[config.mk]
export PLATFORM = sky130hd
export DESIGN_NAME = dual_timer_routing
export DESIGN_NICKNAME = d
export VERILOG_FILES = /design/src/dual_timer_pkg.sv /design/src/dual_timer_routing.sv
export VERILOG_INCLUDE_DIRS = /design/src
export SDC_FILE = /design/constraint.sdc
export NUM_CORES = 1
export LEC_CHECK = 0
export BUFFER_PORTS_ARGS = -buffer_cell sky130_fd_sc_hd__buf_2
export CORE_UTILIZATION = 26
export CTS_CLUSTER_DIAMETER = 40
export DETAILED_ROUTE_END_ITERATION = 6
export HOLD_SLACK_MARGIN = 0.15
export SKIP_LAST_GASP = 1
export SYNTH_ARGS = -nofsm -noshare
export SYNTH_HDL_FRONTEND = slang
export SYNTH_HIERARCHICAL = 1
export SYNTH_SLANG_ARGS = --single-unit
[constraint.sdc]
create_clock -name ref_clk -period 4.7 [get_ports ref_clk]
set_input_delay 0.47 -clock ref_clk [delete_from_list [all_inputs] [get_ports ref_clk]]
set_output_delay 0.47 -clock ref_clk [all_outputs]
set_load 0.03 [all_outputs]
[src/dual_timer_map.svh]
// Purpose: Constants for the dual timer and signal routing block
// Assumes: Single 100 MHz clock, synchronous active-high reset
// Notes:   Mode and clock-source codes are local encodings
`ifndef DUAL_TIMER_MAP_SVH
`define DUAL_TIMER_MAP_SVH

`define CNT_W            16
`define RADIO_DIV_DFLT   16'd192
`define CNT_RST          16'h0000
`define SRC_EXT_PIN      2'h0
`define SRC_AUX          2'h1
`define SRC_SUBMAIN      2'h2
`define SRC_RADIO        2'h3
`define CNT_MODE_STOP    2'h0
`define CNT_MODE_UP      2'h1
`define CNT_MODE_CONT    2'h2
`define CNT_MODE_UPDN    2'h3
`define OUT_SET          3'h1
`define OUT_TOG_RST      3'h2
`define OUT_SET_RST      3'h3
`define OUT_TOGGLE       3'h4
`define OUT_RESET        3'h5
`define OUT_TOG_SET      3'h6
`define OUT_RST_SET      3'h7

`endif

[src/dual_timer_pkg.sv]
// Purpose: Types shared by the dual timer block
// Assumes: Nothing beyond the map header
// Notes:   Channel configuration travels as one packed struct
package dual_timer_pkg;

   typedef struct packed {
      logic        capture_mode;
      logic [1:0]  capture_edge;
      logic        use_alt_input;
      logic [2:0]  out_mode;
      logic        out_value;
      logic [15:0] compare;
   } chan_cfg_s;

   typedef struct packed {
      logic [1:0]  clk_src;
      logic [1:0]  cnt_mode;
      logic        clear;
   } timer_cfg_s;

endpackage

[src/dual_timer_routing.sv]
// Purpose: Two timers counting up or up-down with capture/compare channels and their
//          internal signal routing
// Assumes: All count clocks and pin inputs are asynchronous to ref_clk and
//          are slower than half its rate
// Notes:   Configuration arrives as plain ports, no software register file
//
// Behaviour
// - Five-channel timer: 16-bit counter, five channels
// - Three-channel timer: 16-bit counter, three channels
// - Capture, compare, PWM and interval timing
// - Overflow and per-channel interrupt requests
// - Count clock: pin, aux, submain, radio-divided
// - Five-channel channel one triggers converter sampling
// - Three-channel channel zero bridges radio async data
`timescale 1ns/1ps
`include "dual_timer_map.svh"

//////////////////////////////////////////////////////////////////////////////
module timer_core
   import dual_timer_pkg::*;
#(
   parameter int CH    = 5,
   parameter int CNT_W = `CNT_W
) (
   input  wire logic                ref_clk,
   input  wire logic                sys_rst,
   input  wire logic [3:0]          src_sync,
   input  wire timer_cfg_s          tcfg,
   input  wire chan_cfg_s [CH-1:0]  ccfg,
   input  wire logic [CH-1:0]       cap_pin,
   input  wire logic [CH-1:0]       cap_alt,
   output logic [CNT_W-1:0]         count,
   output logic [CH-1:0][CNT_W-1:0] captured,
   output logic [CH-1:0]            chan_out,
   output logic                     ovf_irq,
   output logic [CH-1:0]            chan_irq
);

   logic             src_prev;
   logic             down;
   logic [CNT_W-1:0] next_count;
   logic             next_down;

   wire logic             src_lvl  = src_sync[tcfg.clk_src];
   wire logic             tick     = src_lvl & ~src_prev;
   // Up mode wraps at channel zero compare, giving the interval period
   wire logic [CNT_W-1:0] top      = (tcfg.cnt_mode == `CNT_MODE_CONT) ?
                                     {CNT_W{1'b1}} : ccfg[0].compare;
   wire logic             at_top   = (count == top);
   wire logic             run      = tick && (tcfg.cnt_mode != `CNT_MODE_STOP);
   wire logic             is_updn  = (tcfg.cnt_mode == `CNT_MODE_UPDN);
   wire logic             wrap     = run && !is_updn && at_top;
   wire logic             zero_hit = run && is_updn && down && (count == 16'h0001);

   always_comb begin
      next_count = count;
      next_down  = down;
      if (tcfg.clear) begin
         next_count = `CNT_RST;
         next_down  = 1'b0;
      end else if (run) begin
         if (is_updn) begin
            if (!down && at_top) begin
               next_count = count - 16'h0001;
               next_down  = 1'b1;
            end else if (down && count == 16'h0001) begin
               next_count = `CNT_RST;
               next_down  = 1'b0;
            end else begin
               next_count = down ? count - 16'h0001 : count + 16'h0001;
            end
         end else begin
            next_count = at_top ? `CNT_RST : count + 16'h0001;
         end
      end
   end

   always_ff @(posedge ref_clk) begin
      if (sys_rst) begin
         src_prev <= 1'b0;
         count    <= `CNT_RST;
         down     <= 1'b0;
         ovf_irq  <= 1'b0;
      end else begin
         src_prev <= src_lvl;
         count    <= next_count;
         down     <= next_down;
         ovf_irq  <= wrap | zero_hit;
      end
   end

   genvar i;
   generate
      for (i = 0; i < CH; i++) begin : g_chan
         logic in_prev;
         wire logic in_lvl = ccfg[i].use_alt_input ? cap_alt[i] : cap_pin[i];
         wire logic rise   = in_lvl & ~in_prev;
         wire logic fall   = ~in_lvl & in_prev;
         wire logic cap_ev = ccfg[i].capture_mode &&
                             ((ccfg[i].capture_edge[0] && rise) ||
                              (ccfg[i].capture_edge[1] && fall));
         wire logic eq_ev  = !ccfg[i].capture_mode && run &&
                             (next_count == ccfg[i].compare);
         // Second output event: period end for channels above zero
         wire logic alt_ev = !ccfg[i].capture_mode && (wrap || zero_hit);
         logic next_out;

         always_comb begin
            next_out = chan_out[i];
            if (ccfg[i].out_mode == 3'h0) begin
               next_out = ccfg[i].out_value;
            end else if (eq_ev) begin
               case (ccfg[i].out_mode)
                  `OUT_SET, `OUT_SET_RST:     next_out = 1'b1;
                  `OUT_RESET, `OUT_RST_SET:   next_out = 1'b0;
                  default:                    next_out = ~chan_out[i];
               endcase
            end else if (alt_ev && i != 0) begin
               case (ccfg[i].out_mode)
                  `OUT_TOG_RST, `OUT_SET_RST: next_out = 1'b0;
                  `OUT_RST_SET, `OUT_TOG_SET: next_out = 1'b1;
                  default:                    next_out = chan_out[i];
               endcase
            end
         end

         always_ff @(posedge ref_clk) begin
            if (sys_rst) begin
               in_prev     <= 1'b0;
               captured[i] <= `CNT_RST;
               chan_out[i] <= 1'b0;
               chan_irq[i] <= 1'b0;
            end else begin
               in_prev     <= in_lvl;
               chan_out[i] <= next_out;
               chan_irq[i] <= cap_ev | eq_ev;
               if (cap_ev) begin
                  captured[i] <= count;
               end
            end
         end
      end
   endgenerate

endmodule

//////////////////////////////////////////////////////////////////////////////
module dual_timer_routing
   import dual_timer_pkg::*;
#(
   parameter logic [15:0] RADIO_DIV = `RADIO_DIV_DFLT
) (
   input  wire logic              ref_clk,
   input  wire logic              sys_rst,
   input  wire logic [1:0]        external_count_clock_pin,
   input  wire logic              aux_clock,
   input  wire logic              submain_clock,
   input  wire logic              radio_crystal_clock,
   input  wire logic              radio_div_override_en,
   input  wire logic [15:0]       radio_div_override,
   input  wire logic              comparator_output,
   input  wire logic              radio_general_output_one,
   input  wire logic              radio_general_output_two,
   input  wire logic              radio_async_data_out,
   input  wire timer_cfg_s        five_tcfg,
   input  wire chan_cfg_s [4:0]   five_ccfg,
   input  wire logic [4:0]        five_cap_pin,
   input  wire timer_cfg_s        three_tcfg,
   input  wire chan_cfg_s [2:0]   three_ccfg,
   input  wire logic [2:0]        three_cap_pin,
   output logic [15:0]            five_count,
   output logic [4:0][15:0]       five_captured,
   output logic [4:0]             five_out,
   output logic                   five_ovf_irq,
   output logic [4:0]             five_chan_irq,
   output logic [15:0]            three_count,
   output logic [2:0][15:0]       three_captured,
   output logic [2:0]             three_out,
   output logic                   three_ovf_irq,
   output logic [2:0]             three_chan_irq,
   output logic                   converter_sample_trigger,
   output logic                   radio_async_data_in
);

   // Synchronise every asynchronous level before use
   localparam int NS = 17;
   logic [NS-1:0] meta;
   logic [NS-1:0] sync;
   wire  logic [NS-1:0] raw = {five_cap_pin, three_cap_pin, external_count_clock_pin,
                               aux_clock, submain_clock, radio_crystal_clock,
                               comparator_output, radio_general_output_one,
                               radio_general_output_two, radio_async_data_out};
   always_ff @(posedge ref_clk) begin
      if (sys_rst) begin
         meta <= '0;
         sync <= '0;
      end else begin
         meta <= raw;
         sync <= meta;
      end
   end
   wire logic [4:0] s_five_pin  = sync[16:12];
   wire logic [2:0] s_three_pin = sync[11:9];
   wire logic [1:0] s_ext       = sync[8:7];
   wire logic s_aux   = sync[6];
   wire logic s_sub   = sync[5];
   wire logic s_rfc   = sync[4];
   wire logic s_cmp   = sync[3];
   wire logic s_g1    = sync[2];
   wire logic s_g2    = sync[1];
   wire logic s_async = sync[0];

   // Radio crystal divided; square wave so edge detection downstream works
   logic [15:0] rf_cnt;
   logic        radio_derived_count_clock;
   logic        rfc_prev;
   wire  logic [15:0] div_sel = radio_div_override_en ? radio_div_override : RADIO_DIV;
   wire  logic [15:0] half    = (div_sel >> 1) == 16'h0000 ? 16'h0001 : div_sel >> 1;
   wire  logic rf_rise = s_rfc & ~rfc_prev;
   always_ff @(posedge ref_clk) begin
      if (sys_rst) begin
         rfc_prev                  <= 1'b0;
         rf_cnt                    <= 16'h0000;
         radio_derived_count_clock <= 1'b0;
      end else begin
         rfc_prev <= s_rfc;
         if (rf_rise) begin
            if (rf_cnt + 16'h0001 >= half) begin
               rf_cnt                    <= 16'h0000;
               radio_derived_count_clock <= ~radio_derived_count_clock;
            end else begin
               rf_cnt <= rf_cnt + 16'h0001;
            end
         end
      end
   end

   wire logic [3:0] five_src  = {radio_derived_count_clock, s_sub, s_aux, s_ext[0]};
   wire logic [3:0] three_src = {radio_derived_count_clock, s_sub, s_aux, s_ext[1]};
   wire logic [4:0] five_alt  = {s_g2, s_g1, s_aux, s_cmp, 1'b0};
   wire logic [2:0] three_alt = {s_aux, s_cmp, s_async};

   timer_core #(.CH(5), .CNT_W(16)) timer_five_channel (
      .ref_clk  (ref_clk),
      .sys_rst  (sys_rst),
      .src_sync (five_src),
      .tcfg     (five_tcfg),
      .ccfg     (five_ccfg),
      .cap_pin  (s_five_pin),
      .cap_alt  (five_alt),
      .count    (five_count),
      .captured (five_captured),
      .chan_out (five_out),
      .ovf_irq  (five_ovf_irq),
      .chan_irq (five_chan_irq)
   );

   timer_core #(.CH(3), .CNT_W(16)) timer_three_channel (
      .ref_clk  (ref_clk),
      .sys_rst  (sys_rst),
      .src_sync (three_src),
      .tcfg     (three_tcfg),
      .ccfg     (three_ccfg),
      .cap_pin  (s_three_pin),
      .cap_alt  (three_alt),
      .count    (three_count),
      .captured (three_captured),
      .chan_out (three_out),
      .ovf_irq  (three_ovf_irq),
      .chan_irq (three_chan_irq)
   );

   assign converter_sample_trigger = five_out[1];
   assign radio_async_data_in      = three_out[0];

endmodule

==> metrics.yaml <==
timing:
  drv_slew: 0
  worstMarginPinSlew_ns: 1.170
  rsz0062_at_grt: "yes"
  fin_worst_skew_ns: 0.02583
  fmax_mhz: 217.7
  finalHoldViolCount: 0
  slew_headroom: 0.2114
  period_share: 0.9772
  period_needed_ns: 4.593
  finalSetupViolCount: 0
clocking:
  cts_buffers: 53
  clockRootBuffer: "clkbuf_16"
  cts_tree: "yes"
  insertion_delay_ns: 0.61
  cts_sinks: 242
  cts_setup_buffers: 0
  clockBufferDepth: 3
  h-tree-depth: 2
  clk_pin_slew_ns: 0.05
route:
  avgRoutedWirePerCell_um: 20.19
  drc_errors: 0
  dr.pass1.iters: 7
  routed_wl_um: 70350
  ant_nets: 0
  vias: 18420
  drt-initial-drc-count: 1719
  viasPerCell: 5.287
floorplan:
  die_w_um: 252.5
  die_area_um2: 63780
  io_pins: 418
  fp.coreArea_um2: 61830
  die_h_um: 252.5
  rows: 91
  initial_utilization: 0.2640
pwr:
  power.leakage_nw: 10.02
  powerDensity_nw_per_um2: 304.2
  ir_drop_v: 0.0002731
cells_and_area:
  drive_above_1_share: 0.2822
  syn_to_final_growth_pct: 36.55
  stdcell_count: 3484
  nets: 2863
  postLayoutCellArea_um2: 22290
  post-route-util: 0.3605
  diodes: 0
global_route:
  antenna_found_initial: 0
  grt_overflow: 0
  grt_pass1_wl_um: 104000
  grtUsageTotal: 0.2115
  grt_max_degree: 104
  grt_pass1_vias: 16980
yosys:
  netlist_instances: 2090
  syn_area_per_cell_um2: 7.809
  async_flop_share: 0
  synth_cell_types: 106
  synth_edf_count: 0
  yosys_warnings: 6
  ys_ff_latch: 242
  netlist_area_um2: 16320
  synthFlopType: "dfxtp_1"
  syn-num-nets: 2350
  yosysTopAreaCellShare: 0.2968
  yosysSeqAreaShare: 0.2968
  yosys.area.top_type: "dfxtp_1"
  synth_area_leaders: "dfxtp_1 (30%), mux2i_1 (7.5%), nor2_1 (7.1%)"
critical_path:
  cp-start-kind: "flip-flop"
  worstPathMaxFanout: 10
  worstPathRequired_ns: 5.21
  r2r_slack_ns: 0.11
  critPathCaptureType: "flip-flop"
  critPathKind: "reg -> reg"
  cp.arrival_ns: 5.11
min_path:
  hold_path.class: "in -> reg"
placed_design:
  portBuffers: 416
  gp_congestion: 1.030
  dp.cells: 3355
  dp_hpwl_um: 53730
  placed_area_um2: 20110
job:
  max-cap-violations: 0
run_status:
  outcome: "complete, no violations"
-- power breakdown --
| part | total, mW | switching, mW | internal (mW) |
|---|---|---|---|
| sequential | 2.11 | 0.0233 | 2.08 |
| clock | 3.88 | 1.38 | 2.50 |
| combinational | 0.793 | 0.473 | 0.320 |
| total | 6.78 | 1.88 | 4.90 |
-- through the flow --
step	power (mW)	TNS (ns)	hold slack, ns	setup slack (ns)
2_1_floorplan	2.556	0	0.4138	0.3540
3_3_place_gp	2.903	0	0.4150	0.09197
3_5_place_dp	2.904	0	0.4204	0.07101
4_1_cts	6.859	0	0.1507	0.1402
5_1_grt	7.029	-0.009377	0.1856	-0.009377
6_report	6.779	0	0.1893	0.1074
-- cells in the mapped netlist (11+ instances only) --
library cell	n
mux2i_1	123
a211oi_1	18
o31ai_1	23
nand3_1	57
buf_1	22
and2_1	13
nand4_1	33
nor3_1	74
nor2_1	307
o21ai_1	20
a21oi_1	108
clkbuf_1	83
a31oi_1	16
or3_1	29
o2111ai_1	17
buf_2	29
inv_1	43
mux2_2	11
ha_1	22
nor4_1	29
dfxtp_1	242
o22ai_1	24
o211ai_1	20
nor3b_1	18
nand2_1	150
and3_1	25
nor2b_1	51
o21ai_0	84
xor2_1	52
o21a_1	11
or4_1	24
xnor2_1	62
-- final timing paths --
| check | from | end | depth (start not counted) |
|---|---|---|---|
| hold / removal | five_ccfg[66] | timer_five_channel/chan_out[2] | 3 |
| setup / recovery | timer_three_channel/count[1] | timer_three_channel/chan_out[1] | 14 |
| hold reg to reg | meta[2] | sync[2] | 1 |
| setup reg to reg | timer_three_channel/count[1] | timer_three_channel/chan_out[1] | 14 |
-- cells by family (layout without fill, tap and decap cells) --
| kind of cell | Yosys count | count (layout) | synth area share |
|---|---|---|---|
| buffers and inverters | 193 | 750 | 0.05121 |
| AO/OA/AOI/OAI | 483 | 483 | 0.2057 |
| flip-flops | 242 | 242 | 0.2968 |
| multiplexers | 135 | 135 | 0.08387 |
| other | 1 | 1 | 0.0002298 |
| XOR/XNOR | 114 | 114 | 0.06118 |
| adder cells (fa/ha/maj) | 22 | 22 | 0.01687 |
| AND/OR/NAND/NOR | 900 | 900 | 0.2841 |
-- final cells by class --
| type | instances | area, um2 |
|---|---|---|
| Clock inverter | 39 | 490.5 |
| Timing Repair Buffer | 604 | 3640 |
| Sequential cell | 242 | 4846 |
| Fill cell | 6524 | 39540 |
| Clock buffer | 60 | 1383 |
| Multi-Input combinational cell | 1655 | 10700 |
| Tap cell | 837 | 1047 |
| Inverter | 47 | 176.4 |
-- cell usage in the layout, fill, tap and decap left out, drive strengths merged, types with 22 or more instances in the layout --
master / count
o22ai: 24
buf: 573
o31ai: 27
xnor2: 62
or4: 29
a21oi: 110
clkbuf: 61
nand4: 34
nor3: 76
or3: 29
dlygate4sd3: 30
xor2: 52
nor2b: 51
nand3: 59
nor4: 34
dfxtp: 242
nand2: 151
inv: 60
and3: 25
nor2: 309
ha: 22
o21ai: 104
mux2i: 124
-- per-layer routing --
| metal | track usage | vias to the layer above | wire (um) |
|---|---|---|---|
| met3 | 0.04634 | 200 | 6357 |
| li1 | - | 8695 | - |
| met2 | 0.3434 | 986 | 31910 |
| met1 | 0.2648 | 8538 | 28890 |
| met4 | 0.09922 | 0 | 3191 |
| met5 | 0 | - | 0 |
-- critical path: stages (launching register included) --
cell	delay, ns
dfxtp_1	0.57
buf_4	0.23
nor4bb_1	0.22
a21oi_1	0.07
o22ai_1	0.20
and4b_1	0.57
buf_4	0.24
nand3_1	0.19
nor3_1	0.18
o2111ai_1	0.21
a2111oi_0	0.55
nand4_1	0.27
or4_1	0.63
o311a_1	0.14
nor4_1	0.23
-- timing repair --
| item | CTS | global route |
|---|---|---|
| setup endpoints to repair | 0 | 2 |
| gates resized for setup | 0 | 2 |
| endpoints found under the hold margin | 28 | 0 |
| hold buffers | 30 | 0 |
-- state kept, by name, summed over array words and instances (netlist names) --
name / count
radio_derived_count_clock: 1
timer_three_channel/ovf_irq: 1
timer_five_channel/ovf_irq: 1
timer_five_channel/chan_out: 5
sync: 17
meta: 17
rfc_prev: 1
timer_three_channel/down: 1
timer_three_channel/chan_out: 3
timer_three_channel/src_prev: 1
timer_three_channel/captured: 48
timer_five_channel/captured: 80
timer_three_channel/count: 16
timer_five_channel/g_chan.in_prev: 5
timer_five_channel/count: 16
timer_three_channel/chan_irq: 3
timer_five_channel/src_prev: 1
timer_five_channel/chan_irq: 5
rf_cnt: 16
timer_five_channel/down: 1
timer_three_channel/g_chan.in_prev: 3
Power figures use the tool's default switching activity.
